File: src/scg_pkg.sv
// Constants, register map and types for the system clock select and gear block
package scg_pkg;

  // Register port geometry
  localparam int ADDR_W = 4;
  localparam int DATA_W = 8;
  localparam int WAIT_W = 15;

  // Register offsets
  localparam logic [3:0] REG_OSC_CTRL = 4'h0;  // Oscillator enables and rtc run bit
  localparam logic [3:0] REG_OSC_WAIT = 4'h1;  // Stabilization wait selects
  localparam logic [3:0] REG_CLK_SRC = 4'h2;   // Source select, variant, status
  localparam logic [3:0] REG_CORE_GEAR = 4'h3; // Core clock gear

  // Oscillator control field positions
  localparam int CTRL_IH_EN = 0;   // internal_high_osc_enable
  localparam int CTRL_XH_EN = 1;   // crystal_high_osc_enable
  localparam int CTRL_LOW_EN = 2;  // low_osc_enable
  localparam int CTRL_RTC_RUN = 3; // rtc_run_bit

  // Wait field positions (two bits each, low bit given)
  localparam int WAIT_IH_LSB = 0;   // internal_high_wait_sel
  localparam int WAIT_XH_LSB = 2;   // crystal_high_wait_sel
  localparam int WAIT_IL_LSB = 4;   // internal_low_wait_sel
  localparam int WAIT_XL_LSB = 6;   // crystal_low_wait_sel

  // Source register field positions
  localparam int SRC_SEL_LSB = 0;     // sys_clock_source_sel
  localparam int SRC_VARIANT = 2;     // low_osc_variant_sel
  localparam int SRC_ACTIVE_LSB = 3;  // Source the mux really uses (read only)
  localparam int SRC_RDY_IH = 5;      // Internal high ready (read only)
  localparam int SRC_RDY_XH = 6;      // Crystal high ready (read only)
  localparam int SRC_RDY_LOW = 7;     // Low speed ready (read only)

  // Source encodings
  localparam logic [1:0] SRC_INT_HIGH = 2'h0;
  localparam logic [1:0] SRC_LOW = 2'h1;
  localparam logic [1:0] SRC_XTAL_HIGH = 2'h2;
  localparam logic [1:0] SRC_RESERVED = 2'h3;

  // Reset values
  localparam logic RST_IH_EN = 1'b1;
  localparam logic RST_XH_EN = 1'b0;
  localparam logic RST_LOW_EN = 1'b0;
  localparam logic RST_RTC_RUN = 1'b0;
  localparam logic [7:0] RST_WAIT = 8'h00;
  localparam logic [1:0] RST_SRC = 2'h0;
  localparam logic RST_VARIANT = 1'b1;
  localparam logic [1:0] RST_GEAR = 2'h0;

  // Shortest wait of each oscillator (code 0x3), in oscillator cycles
  localparam logic [WAIT_W-1:0] XTAL_LOW_WAIT_MIN = 15'h0800;  // 2048
  localparam logic [WAIT_W-1:0] INT_LOW_WAIT_MIN = 15'h0008;   // 8
  localparam logic [WAIT_W-1:0] XTAL_HIGH_WAIT_MIN = 15'h0080; // 128
  localparam logic [WAIT_W-1:0] INT_HIGH_WAIT_MIN = 15'h0008;  // 8

  // Core clock state
  typedef enum logic [1:0] {ST_RUN, ST_HALT, ST_SLEEP} scg_mode_t;

  // Wait count: code 0x3 is the base, each lower code doubles it
  function automatic logic [WAIT_W-1:0] wait_count(input logic [WAIT_W-1:0] base,
                                                   input logic [1:0] code);
    logic [WAIT_W-1:0] r;
    r = base;
    unique case (code)
      2'h3: r = base;
      2'h2: r = base << 1;
      2'h1: r = base << 2;
      2'h0: r = base << 3;
    endcase
    return r;
  endfunction : wait_count

  // Gear terminal count: divide by 1, 2, 4, 8
  function automatic logic [2:0] gear_mask(input logic [1:0] code);
    logic [2:0] r;
    r = 3'h0;
    unique case (code)
      2'h0: r = 3'h0;
      2'h1: r = 3'h1;
      2'h2: r = 3'h3;
      2'h3: r = 3'h7;
    endcase
    return r;
  endfunction : gear_mask

endpackage : scg_pkg

File: src/scg_osc_stab.sv
// Oscillator pin synchroniser, edge detector and stabilization wait counter
`timescale 1ns/100ps
`default_nettype none
module scg_osc_stab #(
  parameter int CNT_W = 15  // Width of the wait counter
) (
  input wire logic i_clk, // System clock
  input wire logic i_rst_n, // Asynchronous reset, active low
  input wire logic i_osc, // Raw oscillator pin, asynchronous
  input wire logic i_run, // Oscillator is switched on
  input wire logic [CNT_W-1:0] i_wait, // Cycles to wait after start
  output logic o_level, // Synchronised oscillator level
  output logic o_rise, // One-cycle pulse per rising edge
  output logic o_ready // Wait elapsed, clock may be used
);

  logic sync1_q; // First stage, read only by second stage
  logic sync2_q; // Second stage, safe to use
  logic prev_q; // Delayed copy for edge detection
  logic ready_q; // Wait elapsed
  logic [CNT_W-1:0] cnt_q; // Rising edges seen since start, held once ready

  // Two-flop synchroniser; oscillator must stay below half the system rate
  always_ff @(posedge i_clk or negedge i_rst_n) begin
    if (!i_rst_n) begin
      sync1_q <= 1'b0;
      sync2_q <= 1'b0;
      prev_q <= 1'b0;
    end else begin
      sync1_q <= i_osc;
      sync2_q <= sync1_q;
      prev_q <= sync2_q;
    end
  end

  // Count oscillator edges after start; stopping clears the count
  always_ff @(posedge i_clk or negedge i_rst_n) begin
    if (!i_rst_n) begin
      cnt_q <= '0;
      ready_q <= 1'b0;
    end else if (!i_run) begin
      // Restart the wait on every new start
      cnt_q <= '0;
      ready_q <= 1'b0;
    end else if (o_rise && !ready_q) begin
      cnt_q <= cnt_q + CNT_W'(1);
      // At or past the end, so a shorter wait written mid-count still ends it
      if (cnt_q >= i_wait - CNT_W'(1)) begin
        ready_q <= 1'b1;
      end
    end
  end

  assign o_level = sync2_q;
  assign o_rise = sync2_q & ~prev_q;
  assign o_ready = ready_q;

endmodule : scg_osc_stab
`default_nettype wire

File: src/scg_clock_gear.sv
// System clock source selector, oscillator control and core clock gear
//
// Local design decisions: strobed register access and the register offsets.
`timescale 1ns/100ps
`default_nettype none
// How it works
// [RULE1] Low osc follows enable bit outside sleep
// [RULE2] Sleep keeps low osc only if both set
// [RULE3] Reset clears low enable and rtc run
// [RULE4] Low osc clock withheld until wait elapses
// [RULE5] Crystal low wait 16384 down to 2048
// [RULE6] Internal low wait 64 down to 8
// [RULE7] Both low wait fields reset to 0x0
// [RULE8] Source 0 int high, 1 low, 2 crystal
// [RULE9] Reset runs from internal high oscillator
// [RULE10] Software enables target before selecting it
// [RULE11] Select write ignored if target not running
// [RULE12] Selected source oscillator cannot be disabled
// [RULE13] Software spaces select write and read apart
// [RULE14] Sleep exit forces internal high source
// [RULE15] Halt exit leaves oscillators and source alone
// [RULE16] Core gear divides by 1, 2, 4, 8
// [RULE17] Halt stops only the core clock
// [RULE18] Reset, NMI or interrupt ends halt
// [RULE19] Sleep stops system clock; wake restarts it
// [RULE20] Software keeps low osc on four seconds
// [RULE21] Variant bit: 1 internal, 0 crystal low
// [RULE22] Internal high enable is 1 after reset
// [RULE23] Mux switches only when both clocks low; in sleep it switches at once
module scg_clock_gear #(
  parameter logic [14:0] P_XTAL_LOW_WAIT_MIN = scg_pkg::XTAL_LOW_WAIT_MIN,  // Code 0x3 wait
  parameter logic [14:0] P_INT_LOW_WAIT_MIN = scg_pkg::INT_LOW_WAIT_MIN,    // Code 0x3 wait
  parameter logic [14:0] P_XTAL_HIGH_WAIT_MIN = scg_pkg::XTAL_HIGH_WAIT_MIN, // Code 0x3 wait
  parameter logic [14:0] P_INT_HIGH_WAIT_MIN = scg_pkg::INT_HIGH_WAIT_MIN   // Code 0x3 wait
) (
  input wire logic I_CLK_SYS, // 40 MHz system clock
  input wire logic I_RST_N, // Asynchronous reset, active low
  input wire logic [3:0] I_ADDR, // Register address
  input wire logic [7:0] I_WDATA, // Register write data
  input wire logic I_WR, // Write strobe
  input wire logic I_RD, // Read strobe
  input wire logic I_HALT_REQ, // Halt pulse from core
  input wire logic I_SLEEP_REQ, // Sleep pulse from core
  input wire logic I_IRQ, // Maskable interrupt pending
  input wire logic I_NMI, // Non-maskable interrupt pending
  input wire logic I_EXT_WAKE, // Async external wake
  input wire logic I_INT_HIGH_OSC, // Internal high osc pin
  input wire logic I_XTAL_HIGH_OSC, // Crystal high osc pin
  input wire logic I_XTAL_LOW_OSC, // Crystal low osc pin
  input wire logic I_INT_LOW_OSC, // Internal low osc pin
  output logic [7:0] O_RDATA, // Read data, cycle after strobe
  output logic O_SYS_CLK_EN, // System clock enable pulse
  output logic O_CORE_CLK_EN, // Geared core clock enable pulse
  output logic O_INT_HIGH_OSC_RUN, // Internal high osc on
  output logic O_XTAL_HIGH_OSC_RUN, // Crystal high osc on
  output logic O_XTAL_LOW_OSC_RUN, // Crystal low osc on
  output logic O_INT_LOW_OSC_RUN, // Internal low osc on
  output logic O_HALTED, // Core in halt
  output logic O_SLEEPING // Chip in sleep
);

  // Control registers
  logic ih_en_q; // internal_high_osc_enable
  logic xh_en_q; // crystal_high_osc_enable
  logic low_en_q; // low_osc_enable
  logic rtc_run_q; // rtc_run_bit
  logic [7:0] wait_q; // All four wait selects
  logic [1:0] src_q; // sys_clock_source_sel
  logic variant_q; // low_osc_variant_sel
  logic [1:0] gear_q; // core_clock_gear_sel

  // Internal state
  scg_pkg::scg_mode_t mode_q; // Run, halt or sleep
  logic [1:0] active_q; // Source the mux currently passes
  logic [2:0] gear_cnt_q; // System ticks within one core period
  logic wake1_q; // Wake synchroniser first stage
  logic wake2_q; // Wake synchroniser second stage
  logic wake3_q; // Delayed wake for edge detection

  // Oscillator status from the stabilizers
  logic ih_lvl, ih_rise, ih_rdy;
  logic xh_lvl, xh_rise, xh_rdy;
  logic low_lvl, low_rise, low_rdy;
  logic low_raw; // Pin of the chosen low speed variant
  logic [14:0] ih_wait, xh_wait, low_wait;

  // Decoded strobes and helpers
  logic sleeping;
  logic wake_rise;
  logic wr_ctrl, wr_wait, wr_src, wr_gear;
  logic [1:0] tgt; // Source named by a select write
  logic tgt_ok; // Target oscillator running and stable
  logic sel_lvl, act_lvl; // Levels of requested and active source
  logic sys_tick; // Rising edge of the active source

  assign sleeping = (mode_q == scg_pkg::ST_SLEEP);
  assign wake_rise = wake2_q & ~wake3_q;
  assign wr_ctrl = I_WR && (I_ADDR == scg_pkg::REG_OSC_CTRL);
  assign wr_wait = I_WR && (I_ADDR == scg_pkg::REG_OSC_WAIT);
  assign wr_src = I_WR && (I_ADDR == scg_pkg::REG_CLK_SRC);
  assign wr_gear = I_WR && (I_ADDR == scg_pkg::REG_CORE_GEAR);
  assign tgt = I_WDATA[scg_pkg::SRC_SEL_LSB +: 2];

  // Stabilization waits per oscillator, from the wait selects
  assign ih_wait = scg_pkg::wait_count(P_INT_HIGH_WAIT_MIN,
                                       wait_q[scg_pkg::WAIT_IH_LSB +: 2]);
  assign xh_wait = scg_pkg::wait_count(P_XTAL_HIGH_WAIT_MIN,
                                       wait_q[scg_pkg::WAIT_XH_LSB +: 2]);
  assign low_wait = variant_q ?
      scg_pkg::wait_count(P_INT_LOW_WAIT_MIN, wait_q[scg_pkg::WAIT_IL_LSB +: 2]) :  // RULE6
      scg_pkg::wait_count(P_XTAL_LOW_WAIT_MIN, wait_q[scg_pkg::WAIT_XL_LSB +: 2]);  // RULE5

  // Only the chosen variant feeds the low speed path
  assign low_raw = variant_q ? I_INT_LOW_OSC : I_XTAL_LOW_OSC;  // RULE21

  scg_osc_stab #(.CNT_W(scg_pkg::WAIT_W)) u_ih_stab (
    .i_clk(I_CLK_SYS),
    .i_rst_n(I_RST_N),
    .i_osc(I_INT_HIGH_OSC),
    .i_run(O_INT_HIGH_OSC_RUN),
    .i_wait(ih_wait),
    .o_level(ih_lvl),
    .o_rise(ih_rise),
    .o_ready(ih_rdy)
  );

  scg_osc_stab #(.CNT_W(scg_pkg::WAIT_W)) u_xh_stab (
    .i_clk(I_CLK_SYS),
    .i_rst_n(I_RST_N),
    .i_osc(I_XTAL_HIGH_OSC),
    .i_run(O_XTAL_HIGH_OSC_RUN),
    .i_wait(xh_wait),
    .o_level(xh_lvl),
    .o_rise(xh_rise),
    .o_ready(xh_rdy)
  );

  scg_osc_stab #(.CNT_W(scg_pkg::WAIT_W)) u_low_stab (
    .i_clk(I_CLK_SYS),
    .i_rst_n(I_RST_N),
    .i_osc(low_raw),
    .i_run(O_XTAL_LOW_OSC_RUN | O_INT_LOW_OSC_RUN),
    .i_wait(low_wait),
    .o_level(low_lvl),
    .o_rise(low_rise),
    .o_ready(low_rdy)   // RULE4
  );

  // A select write is only taken toward a running, settled oscillator
  always_comb begin
    tgt_ok = 1'b0;
    unique case (tgt)
      scg_pkg::SRC_INT_HIGH: tgt_ok = ih_rdy;
      scg_pkg::SRC_LOW: tgt_ok = low_rdy;
      scg_pkg::SRC_XTAL_HIGH: tgt_ok = xh_rdy;
      scg_pkg::SRC_RESERVED: tgt_ok = 1'b0;  // RULE8
    endcase
  end

  // Levels and edges of the requested and active sources
  always_comb begin
    sel_lvl = 1'b0;
    act_lvl = 1'b0;
    sys_tick = 1'b0;
    unique case (src_q)
      scg_pkg::SRC_LOW: sel_lvl = low_lvl;
      scg_pkg::SRC_XTAL_HIGH: sel_lvl = xh_lvl;
      default: sel_lvl = ih_lvl;  // Reserved code never stored
    endcase
    unique case (active_q)
      scg_pkg::SRC_LOW: begin
        act_lvl = low_lvl;
        sys_tick = low_rise & low_rdy;  // RULE4
      end
      scg_pkg::SRC_XTAL_HIGH: begin
        act_lvl = xh_lvl;
        sys_tick = xh_rise & xh_rdy;
      end
      default: begin
        act_lvl = ih_lvl;
        sys_tick = ih_rise & ih_rdy;
      end
    endcase
  end

  // Wake pin synchroniser
  always_ff @(posedge I_CLK_SYS or negedge I_RST_N) begin
    if (!I_RST_N) begin
      wake1_q <= 1'b0;
      wake2_q <= 1'b0;
      wake3_q <= 1'b0;
    end else begin
      wake1_q <= I_EXT_WAKE;
      wake2_q <= wake1_q;
      wake3_q <= wake2_q;
    end
  end

  // Run, halt and sleep; reset itself also ends halt
  always_ff @(posedge I_CLK_SYS or negedge I_RST_N) begin
    if (!I_RST_N) begin
      mode_q <= scg_pkg::ST_RUN;  // RULE18
    end else begin
      unique case (mode_q)
        scg_pkg::ST_RUN: begin
          if (I_SLEEP_REQ) begin
            mode_q <= scg_pkg::ST_SLEEP;  // RULE19
          end else if (I_HALT_REQ) begin
            mode_q <= scg_pkg::ST_HALT;  // RULE17
          end
        end
        scg_pkg::ST_HALT: begin
          if (I_IRQ || I_NMI) begin
            mode_q <= scg_pkg::ST_RUN;  // RULE18
          end
        end
        scg_pkg::ST_SLEEP: begin
          if (wake_rise) begin
            mode_q <= scg_pkg::ST_RUN;  // RULE19
          end
        end
      endcase
    end
  end

  // Oscillator control register; halt never touches it
  always_ff @(posedge I_CLK_SYS or negedge I_RST_N) begin
    if (!I_RST_N) begin
      ih_en_q <= scg_pkg::RST_IH_EN;  // RULE22
      xh_en_q <= scg_pkg::RST_XH_EN;
      low_en_q <= scg_pkg::RST_LOW_EN;  // RULE3
      rtc_run_q <= scg_pkg::RST_RTC_RUN;  // RULE3
    end else if (sleeping && wake_rise) begin
      ih_en_q <= 1'b1;  // RULE14
    end else if (wr_ctrl) begin
      // The selected source keeps its enable set
      ih_en_q <= I_WDATA[scg_pkg::CTRL_IH_EN] | (src_q == scg_pkg::SRC_INT_HIGH);  // RULE12
      xh_en_q <= I_WDATA[scg_pkg::CTRL_XH_EN] | (src_q == scg_pkg::SRC_XTAL_HIGH);  // RULE12
      low_en_q <= I_WDATA[scg_pkg::CTRL_LOW_EN] | (src_q == scg_pkg::SRC_LOW);  // RULE1 RULE12
      rtc_run_q <= I_WDATA[scg_pkg::CTRL_RTC_RUN];
    end
  end

  // Wait selects and gear
  always_ff @(posedge I_CLK_SYS or negedge I_RST_N) begin
    if (!I_RST_N) begin
      wait_q <= scg_pkg::RST_WAIT;  // RULE7
      gear_q <= scg_pkg::RST_GEAR;
    end else begin
      if (wr_wait) begin
        wait_q <= I_WDATA;
      end
      if (wr_gear) begin
        gear_q <= I_WDATA[1:0];
      end
    end
  end

  // Source select and variant; sleep exit falls back to internal high
  always_ff @(posedge I_CLK_SYS or negedge I_RST_N) begin
    if (!I_RST_N) begin
      src_q <= scg_pkg::RST_SRC;  // RULE9
      variant_q <= scg_pkg::RST_VARIANT;  // RULE21
    end else if (sleeping && wake_rise) begin
      src_q <= scg_pkg::SRC_INT_HIGH;  // RULE14
    end else if (wr_src) begin
      if (tgt_ok) begin
        src_q <= tgt;  // RULE11
      end
      // Swapping variants under a running system clock would glitch it
      if (src_q != scg_pkg::SRC_LOW) begin
        variant_q <= I_WDATA[scg_pkg::SRC_VARIANT];
      end
    end
  end

  // Mux follows the request while both clocks sit low, or at once in sleep
  always_ff @(posedge I_CLK_SYS or negedge I_RST_N) begin
    if (!I_RST_N) begin
      active_q <= scg_pkg::RST_SRC;
    end else if (sleeping) begin
      // No ticks in sleep, so the jump cannot cut a pulse
      active_q <= src_q;
    end else if (active_q != src_q && !act_lvl && !sel_lvl) begin
      active_q <= src_q;  // RULE23
    end
  end

  // Oscillator run outputs, gated by sleep
  always_ff @(posedge I_CLK_SYS or negedge I_RST_N) begin
    if (!I_RST_N) begin
      O_INT_HIGH_OSC_RUN <= 1'b0;
      O_XTAL_HIGH_OSC_RUN <= 1'b0;
      O_XTAL_LOW_OSC_RUN <= 1'b0;
      O_INT_LOW_OSC_RUN <= 1'b0;
    end else begin
      O_INT_HIGH_OSC_RUN <= ih_en_q & ~sleeping;
      O_XTAL_HIGH_OSC_RUN <= xh_en_q & ~sleeping;
      // Low speed survives sleep only with rtc run also set
      O_XTAL_LOW_OSC_RUN <= ~variant_q & low_en_q & (~sleeping | rtc_run_q);  // RULE1 RULE2
      O_INT_LOW_OSC_RUN <= variant_q & low_en_q & (~sleeping | rtc_run_q);  // RULE1 RULE2
    end
  end

  // System tick and geared core tick
  always_ff @(posedge I_CLK_SYS or negedge I_RST_N) begin
    if (!I_RST_N) begin
      O_SYS_CLK_EN <= 1'b0;
      O_CORE_CLK_EN <= 1'b0;
      gear_cnt_q <= 3'h0;
    end else begin
      O_SYS_CLK_EN <= sys_tick & ~sleeping;  // RULE19
      O_CORE_CLK_EN <= 1'b0;
      if (sys_tick && !sleeping) begin
        if (gear_cnt_q >= scg_pkg::gear_mask(gear_q)) begin
          gear_cnt_q <= 3'h0;
          O_CORE_CLK_EN <= (mode_q == scg_pkg::ST_RUN);  // RULE16 RULE17
        end else begin
          gear_cnt_q <= gear_cnt_q + 3'h1;  // RULE16
        end
      end
    end
  end

  // Mode status outputs
  always_ff @(posedge I_CLK_SYS or negedge I_RST_N) begin
    if (!I_RST_N) begin
      O_HALTED <= 1'b0;
      O_SLEEPING <= 1'b0;
    end else begin
      O_HALTED <= (mode_q == scg_pkg::ST_HALT);
      O_SLEEPING <= sleeping;
    end
  end

  // Read data stands only in the cycle after the strobe
  always_ff @(posedge I_CLK_SYS or negedge I_RST_N) begin
    if (!I_RST_N) begin
      O_RDATA <= 8'h00;
    end else if (I_RD) begin
      unique case (I_ADDR)
        scg_pkg::REG_OSC_CTRL: O_RDATA <= {4'h0, rtc_run_q, low_en_q, xh_en_q, ih_en_q};
        scg_pkg::REG_OSC_WAIT: O_RDATA <= wait_q;
        scg_pkg::REG_CLK_SRC: O_RDATA <= {low_rdy, xh_rdy, ih_rdy, active_q, variant_q, src_q};
        scg_pkg::REG_CORE_GEAR: O_RDATA <= {6'h00, gear_q};
        default: O_RDATA <= 8'h00;  // Unmapped reads zero
      endcase
    end else begin
      O_RDATA <= 8'h00;
    end
  end

endmodule : scg_clock_gear
`default_nettype wire

File: config.mk
export PLATFORM = sky130hd
export DESIGN_NAME = scg_clock_gear
export DESIGN_NICKNAME = d
export VERILOG_FILES = /design/src/scg_pkg.sv /design/src/scg_osc_stab.sv /design/src/scg_clock_gear.sv
export SDC_FILE = /design/constraint.sdc
export NUM_CORES = 1
export LEC_CHECK = 0
export BUFFER_PORTS_ARGS = -buffer_cell sky130_fd_sc_hd__clkbuf_2
export CAP_MARGIN = 20
export CELL_PAD_IN_SITES_DETAIL_PLACEMENT = 0
export CELL_PAD_IN_SITES_GLOBAL_PLACEMENT = 1
export CORE_MARGIN = 3
export CORE_UTILIZATION = 40
export CTS_BUF_LIST = sky130_fd_sc_hd__clkbuf_16
export DETAILED_ROUTE_END_ITERATION = 8
export HOLD_SLACK_MARGIN = 0.05
export PLACE_DENSITY = 0.71
export SYNTH_ARGS = -nofsm -noshare
export SYNTH_HDL_FRONTEND = slang
export SYNTH_SLANG_ARGS = --single-unit
File: constraint.sdc
create_clock -name I_CLK_SYS -period 2.85 [get_ports I_CLK_SYS]
set_input_delay 0.4275 -clock I_CLK_SYS [delete_from_list [all_inputs] [get_ports I_CLK_SYS]]
set_output_delay 0.4275 -clock I_CLK_SYS [all_outputs]
set_load 0.02 [all_outputs]
==> results of run 1 <==
## cell usage in the layout (no fill, tap or decap), drive strengths merged, types with 5 or more instances in the layout
| master | netlist | layout |
|---|---|---|
| nor2 | 53 | 53 |
| nor3 | 7 | 7 |
| nor2b | 15 | 15 |
| and3 | 10 | 10 |
| ha | 33 | 33 |
| inv | 17 | 21 |
| nand2 | 32 | 32 |
| o21ai | 13 | 13 |
| nor4 | 5 | 5 |
| and2 | 26 | 26 |
| a21oi | 11 | 11 |
| a2111oi | 5 | 5 |
| buf | 2 | 7 |
| dfrtp | 98 | 98 |
| nand3 | 16 | 16 |
| mux2 | 12 | 12 |
| xnor2 | 23 | 23 |
| a22oi | 5 | 5 |
| or2 | 8 | 8 |
| nand4 | 13 | 13 |
| mux2i | 10 | 10 |
| xor2 | 20 | 20 |
| clkbuf | 9 | 48 |
## through the flow
step	worst slack, ns	util, %	area (µm²)	cells	power, µW
after floorplan	0.822	-	5170	486	2110
after CTS	0.771	48.0	5910	706	3690
after global routing	0.530	48.0	5910	706	3840
final	0.776	48.0	5910	706	3620
after detailed placement	0.803	45.4	5590	689	2340
after global placement	0.804	45.4	5590	689	2320
## Yosys cell counts (all sizes together), types with 12 or more instances
cell type,n
xor2,20
nand3,16
mux2,12
inv,17
xnor2,23
ha,33
dfrtp,98
nor2,53
o21ai,13
nor2b,15
nand2,32
nand4,13
and2,26
## power by group
group / switching [µW] / internal, µW / leakage (µW)
registers: 162 / 1550 / 0.00133
clock network: 547 / 768 / 0.000163
logic: 333 / 260 / 0.00130
## worst max path at each step
| stage | endpoint | depth (start not counted) |
|---|---|---|
| after floorplan | u_low_stab.o_ready | 9 |
| after global placement | u_low_stab.o_ready | 8 |
| after detailed placement | u_low_stab.o_ready | 8 |
| after CTS | u_low_stab.o_ready | 8 |
| after global routing | u_low_stab.o_ready | 8 |
| final | u_low_stab.o_ready | 8 |
## cell families after synthesis
family / Yosys count
buffers and inverters: 28
muxes: 24
xor gates and xnor gates: 43
other: 1
adders and majority gates: 33
DFF: 100
AOI/OAI and AO/OA: 52
and+or+nand+nor: 205
## area by class of cell
class	instances	area [µm²]	area share, %
Timing Repair Buffer	47	270	4.57
Clock inverter	7	90.1	1.52
Sequential cell	100	2500	42.4
Multi-Input combinational cell	358	2550	43.1
Clock buffer	9	225	3.81
Tap cell	168	210	3.56
Inverter	17	63.8	1.08
## repair_timing
action | CTS | global route
hold buffers | 1 | 0
setup endpoints to repair | 0 | 0
hold endpoints to repair | 20 | 0
## critical path: stages (launching register included)
cell and delay (ns):
dfstp_2 0.69, inv_1 0.11, nor2_1 0.12, ha_1 0.23, nand2_1 0.08, nor3_1 0.05, a2111oi_0 0.34, o21ai_0 0.17
o2bb2ai_1 0.15
## routing by layer
| metal | share of wire [%] | GRT usage, % |
|---|---|---|
| met1 | 47 | 21.1 |
| met2 | 49 | 26.8 |
| met4 | 1.0 | 4.29 |
| met3 | 3.1 | 4.71 |
| met5 | 0 | 0 |
## sequential cells by signal, summed over array words and instances, names as in the netlist, 2 cells and up
register,flops
gear_cnt_q,3
src_q,2
gear_q,2
O_RDATA,8
u_ih_stab.cnt_q,15
active_q,2
u_low_stab.cnt_q,15
wait_q,8
u_xh_stab.cnt_q,15
mode_q,2
==> impl_results.md, run 1 <==
* Status: finished, final reports clean
* Post-synthesis sequential area ratio at 48.5%
* Pwr/cell area at 612 nW/µm²
* Req. time, crit path at 3.08 ns
* Clk pin slew, worst setup/hold paths at 0.07 ns
* Hold_ws at 0.175 ns
* Reg2reg start: variant_q
* Postcts setup bufs at 0
* Max Slew Vio Count at 0
* HPWL Detailed at 7840 µm
* Clk_skew at 0.0123 ns
* Layout area overhead at 14.4%
* CTS Sinks at 100
* #FFs+latches synth at 100
* Post-Syn Area at 5170 µm²
* Period utilisation layout at 72.8%
* Fin crit period at 2.07 ns
* F_max at 482 MHz
* Mux share of post-synthesis cell area at 5.43%
* Average cell area after synthesis at 10.6 µm²
* Nets@finish at 591
* HP Class: input port to flop
* Fraction of registers with async set/reset at 100%
* Largest family of logic cells by synthesized area: simple AND/OR/NAND/NOR gates
* XOR/XNOR Fraction of Synth Area at 7.29%
* Chip Width at 120 µm
* RSZ-0062 raised after global routing: no
* Vias in the first global route at 3662
* I/O Pins at 41
* Slack of the worst reg-to-reg path at 0.78 ns
* Gr usage total at 16.3%
* IO Port Bufs at 40
* Vias at 3536
* EDFF count, synth at 0
* Synth Area in Compound Gates at 7.27%
* Crit end category: flop
* YS warnings at 0
* Setup-failing EPs final at 0
* Hold_sp: I_INT_HIGH_OSC
* DRC Markers at 0
* Worst skew pair latency at 0.36 ns
* Die area at 14300 µm²
* Hold path cells at 1
* Critical Path Start Type: flop
* Leak Pwr at 0.00279 µW
* Max Cap Viol at 0
* Worst slew margin at 30.8%
* Synth top area cells: dfrtp_1 47%, ha_1 8.0%, xnor2_1 3.9%
* Cell Rows at 40
* Synth Instances at 486
* CTS tree: yes
* Largest net degree at the start of global routing at 53
* Wirelength per Cell at 15.2 µm
* Starting DRT DRC Count at 180
* Clk buf depth at 2
* Die Ht at 120 µm
* Ant diodes at 0
* Post-detailed-route count of antenna-violating nets at 0
* Vias per cell at 5.01
* Final hold vios at 0
* GP Congestion at 0.795
* Global-route wire length before repair at 18500 µm
* Core Area at 12300 µm²
* H-tree depth at 3
* Setup TNS at 0 ns
* DR pass1 iterations at 4
* Share of the synthesized area in the top cell type at 47.5%
* Slew @ Worst Pin at 1.03 ns
* Hold EP: u_ih_stab.sync1_q
* CTS buffer count at 9
* Initial Util at 42.0%
* Fill cells at 1194
* Crit path max fanout at 14
* Initial antenna violation count at 0
* RR Endpoint: u_low_stab.o_ready
* Crit path DAT at 2.30 ns
* Post-synthesis simple-gate area fraction at 21.3%
* Clk root buf: clkbuf_16
* Post-Syn Nets at 544
* Crit path launch: variant_q
* Routed WL at 10700 µm
* Adder-cell share of the synthesized area at 7.99%
* Overflow after GRT at 0
* CP Class: flop to flop
* Reg2Reg Depth at 8
* Leading area contributor after synthesis: dfrtp_1
* Post-CTS Resized at 0
* Main synth FF type: dfrtp_1
* Fraction of layout cells with a size suffix above 1 at 16.4%
* Peak VDD IR at 456 µV
* Unique cell type count in the Yosys netlist at 52
Power figures use the tool's default switching activity.
==> run 2: changes to the inputs <==
==> constraint.sdc (replaced) <==
create_clock -name I_CLK_SYS -period 1.92 [get_ports I_CLK_SYS]
set_input_delay 0.288 -clock I_CLK_SYS [delete_from_list [all_inputs] [get_ports I_CLK_SYS]]
set_output_delay 0.288 -clock I_CLK_SYS [all_outputs]
set_load 0.02 [all_outputs]
==> run 2 against run 1 <==
Against the previous run:
- clock skew shrank 0.0048 ns
- final area increased by 5.7%
- sequential cell count stayed put
- register-to-register slack lost 0.72 ns
- global-route usage up 0.35 points
- count of clock-buffer cells in the layout stayed put
- sequential share of layout area fell by 2.3 points
- sequential power rose by 45%
- clock power increased by 52%
- first-iteration DRC count decreased by 2.8%
- non-clock buffer count up 31
==> impl_results.md, run 2 (same netlist as run 1, synthesis figures left out) <==
* Area occupied by multi-input gates at 2620 µm²
* CTS Sinks at 100
* Ant diodes at 0
* Fin crit period at 1.87 ns
* Pwr/cell area at 891 nW/µm²
* Crit path max fanout at 7
* Clk_skew at 0.00741 ns
* CTS tree: yes
* Die Ht at 120 µm
* CP max stage delay at 0.60 ns
* CP Class: flop to flop
* Routed WL at 11200 µm
* Crit end category: flop
* Wirelength per Cell at 15.3 µm
* Fraction of layout cells with a size suffix above 1 at 23.7%
* Gr usage total at 16.6%
* Final hold vios at 0
* Flop pwr share at 44.5%
* Final core area utilization at 50.8%
* Post-detailed-route count of antenna-violating nets at 0
* Req. time, crit path at 2.15 ns
* Max Cap Viol at 0
* IO Port Bufs at 40
* Core Area at 12300 µm²
* GP Congestion at 0.841
* Max Slew Vio Count at 0
* Comb pwr share at 19.9%
* Global-route wire length before repair at 19200 µm
* Crit path DAT at 2.09 ns
* Internal at 3950 µW
* Final worst setup slack at 0.0550 ns
* DRC Markers at 0
* Overflow after GRT at 0
* Clock power frac at 35.7%
* Clk pin slew, worst setup/hold paths at 0.07 ns
* Status: finished, final reports clean
* FF/Latch Area at 2500 µm²
* Cell Rows at 40
* Post-Place Worst Slack at -0.0944 ns
* RSZ-0062 raised after global routing: yes
* CTS buffer count at 9
* Chip Width at 120 µm
* HP Class: input port to flop
* Largest net degree at the start of global routing at 41
* Die area at 14300 µm²
* Vias at 3697
* Starting DRT DRC Count at 175
* Reg2reg start: variant_q
* I/O Pins at 41
* Hold_sp: I_XTAL_LOW_OSC
* Initial antenna violation count at 0
* Clk root buf: clkbuf_16
* Sw frac at 29.0%
* Most frequent cells in the layout: 98 x dfrtp_1, 52 x nor2_1, 39 x clkbuf_2, 33 x buf_4, 31 x nand2_1
* Commonest non-fill, non-tap cell in the layout: dfrtp_1
* Setup-failing EPs final at 0
* Switching pwr at 1610 µW
* Nets@finish at 622
* Vias in the first global route at 3838
* CP max-delay cell: dfstp_2
* Crit path launch: variant_q
* Critical Path Start Type: flop
* HPWL Detailed at 8290 µm
* H-tree depth at 3
* Worst skew pair latency at 0.35 ns
* Critical path, cell by cell: and2_4 -> ha_4 -> a21oi_2 -> nor2_1 -> a2111oi_2 -> o21ai_1 -> o2bb2ai_1
* Layout area overhead at 20.9%
* Period utilisation layout at 97.1%
* Leak Pwr at 0.00295 µW
* Vias per cell at 5.02
* Largest registers: u_ih_stab.cnt_q x15, u_low_stab.cnt_q x15, u_xh_stab.cnt_q x15
* Clk buf depth at 2
* Total Power at 5570 µW
* F_max at 536 MHz
* Peak VDD IR at 634 µV
* Fill cells at 1163
* DR pass1 iterations at 4
* Initial Util at 42.0%
-- run 2: changes by cell type in the layout (fill, tap and decap cells not counted), moves of 3 or more --
cell | before | now
inv_1 | 19 | 14
buf_4 | 6 | 33
inv_2 | 0 | 3
a2111oi_0 | 3 | 0
dlygate4sd3_1 | 1 | 4
ha_1 | 33 | 30
-- run 2: path summary, 6_finish.rpt --
kind                            cells after the start  slack (ns)                   to
worst min-delay path                                2        0.17   u_low_stab.sync1_q
min in group asynchronous                           2        0.41  u_low_stab.cnt_q[1]
worst min register to register                      0        0.35              wake2_q
max in group asynchronous                           3        0.91            variant_q
worst max register to register                      7        0.05   u_low_stab.o_ready
worst max-delay path                                7        0.05   u_low_stab.o_ready
-- run 2: per-stage QoR --
stage	instance area, µm²	cells	hold WS (ns)	setup TNS [ns]
2_1_floorplan	5170	486	-0.00759	0
3_3_place_gp	5790	714	0.245	0
3_5_place_dp	5790	714	0.244	-0.0944
4_1_cts	6170	734	0.156	0
5_1_grt	6250	737	0.162	-0.0822
6_report	6250	737	0.168	0
-- run 2: critical path, delay by kind of cell, from the launching register on --
family | cells | cell delay (ns)
AND/OR/NAND/NOR | 2 | 0.23
flip-flops | 1 | 0.60
adder cells (fa/ha/maj) | 1 | 0.20
AO/OA/AOI/OAI | 4 | 0.72
-- run 2: what timing repair did --
action | CTS | global route
pin swaps | 1 | 8
hold buffers | 4 | 0
endpoints found under the hold margin | 28 | 0
setup buffers | 0 | 3
gates resized for setup | 5 | 18
endpoints found under the setup margin | 2 | 7
-- run 2: final cells by class --
cell class,instances,area share [%]
multi-input combinational,358,42.0
sequential,100,40.1
timing repair buffer,78,8.37
clock buffer,9,3.60
tap,168,3.36
clock inverter,7,1.56
inverter,17,1.02
-- run 2: routing by layer --
layer  part of all wire, %  GRT usage, %  vias up
li1                      -             -     1828
met1                    45          21.4     1804
met2                    50          28.0       50
met3                   3.1          3.91       15
met4                   1.6          4.94        0
met5                     0             0        -
-- run 2: power by group through the flow --
stage               logic (µW)  clock network (µW)  registers (µW)
floorplan                  602                   0            2540
global placement          1050                   0            2510
detailed placement        1080                   0            2520
CTS                       1100                2040            2480
global route              1240                2130            2510
finish                    1110                1990            2480
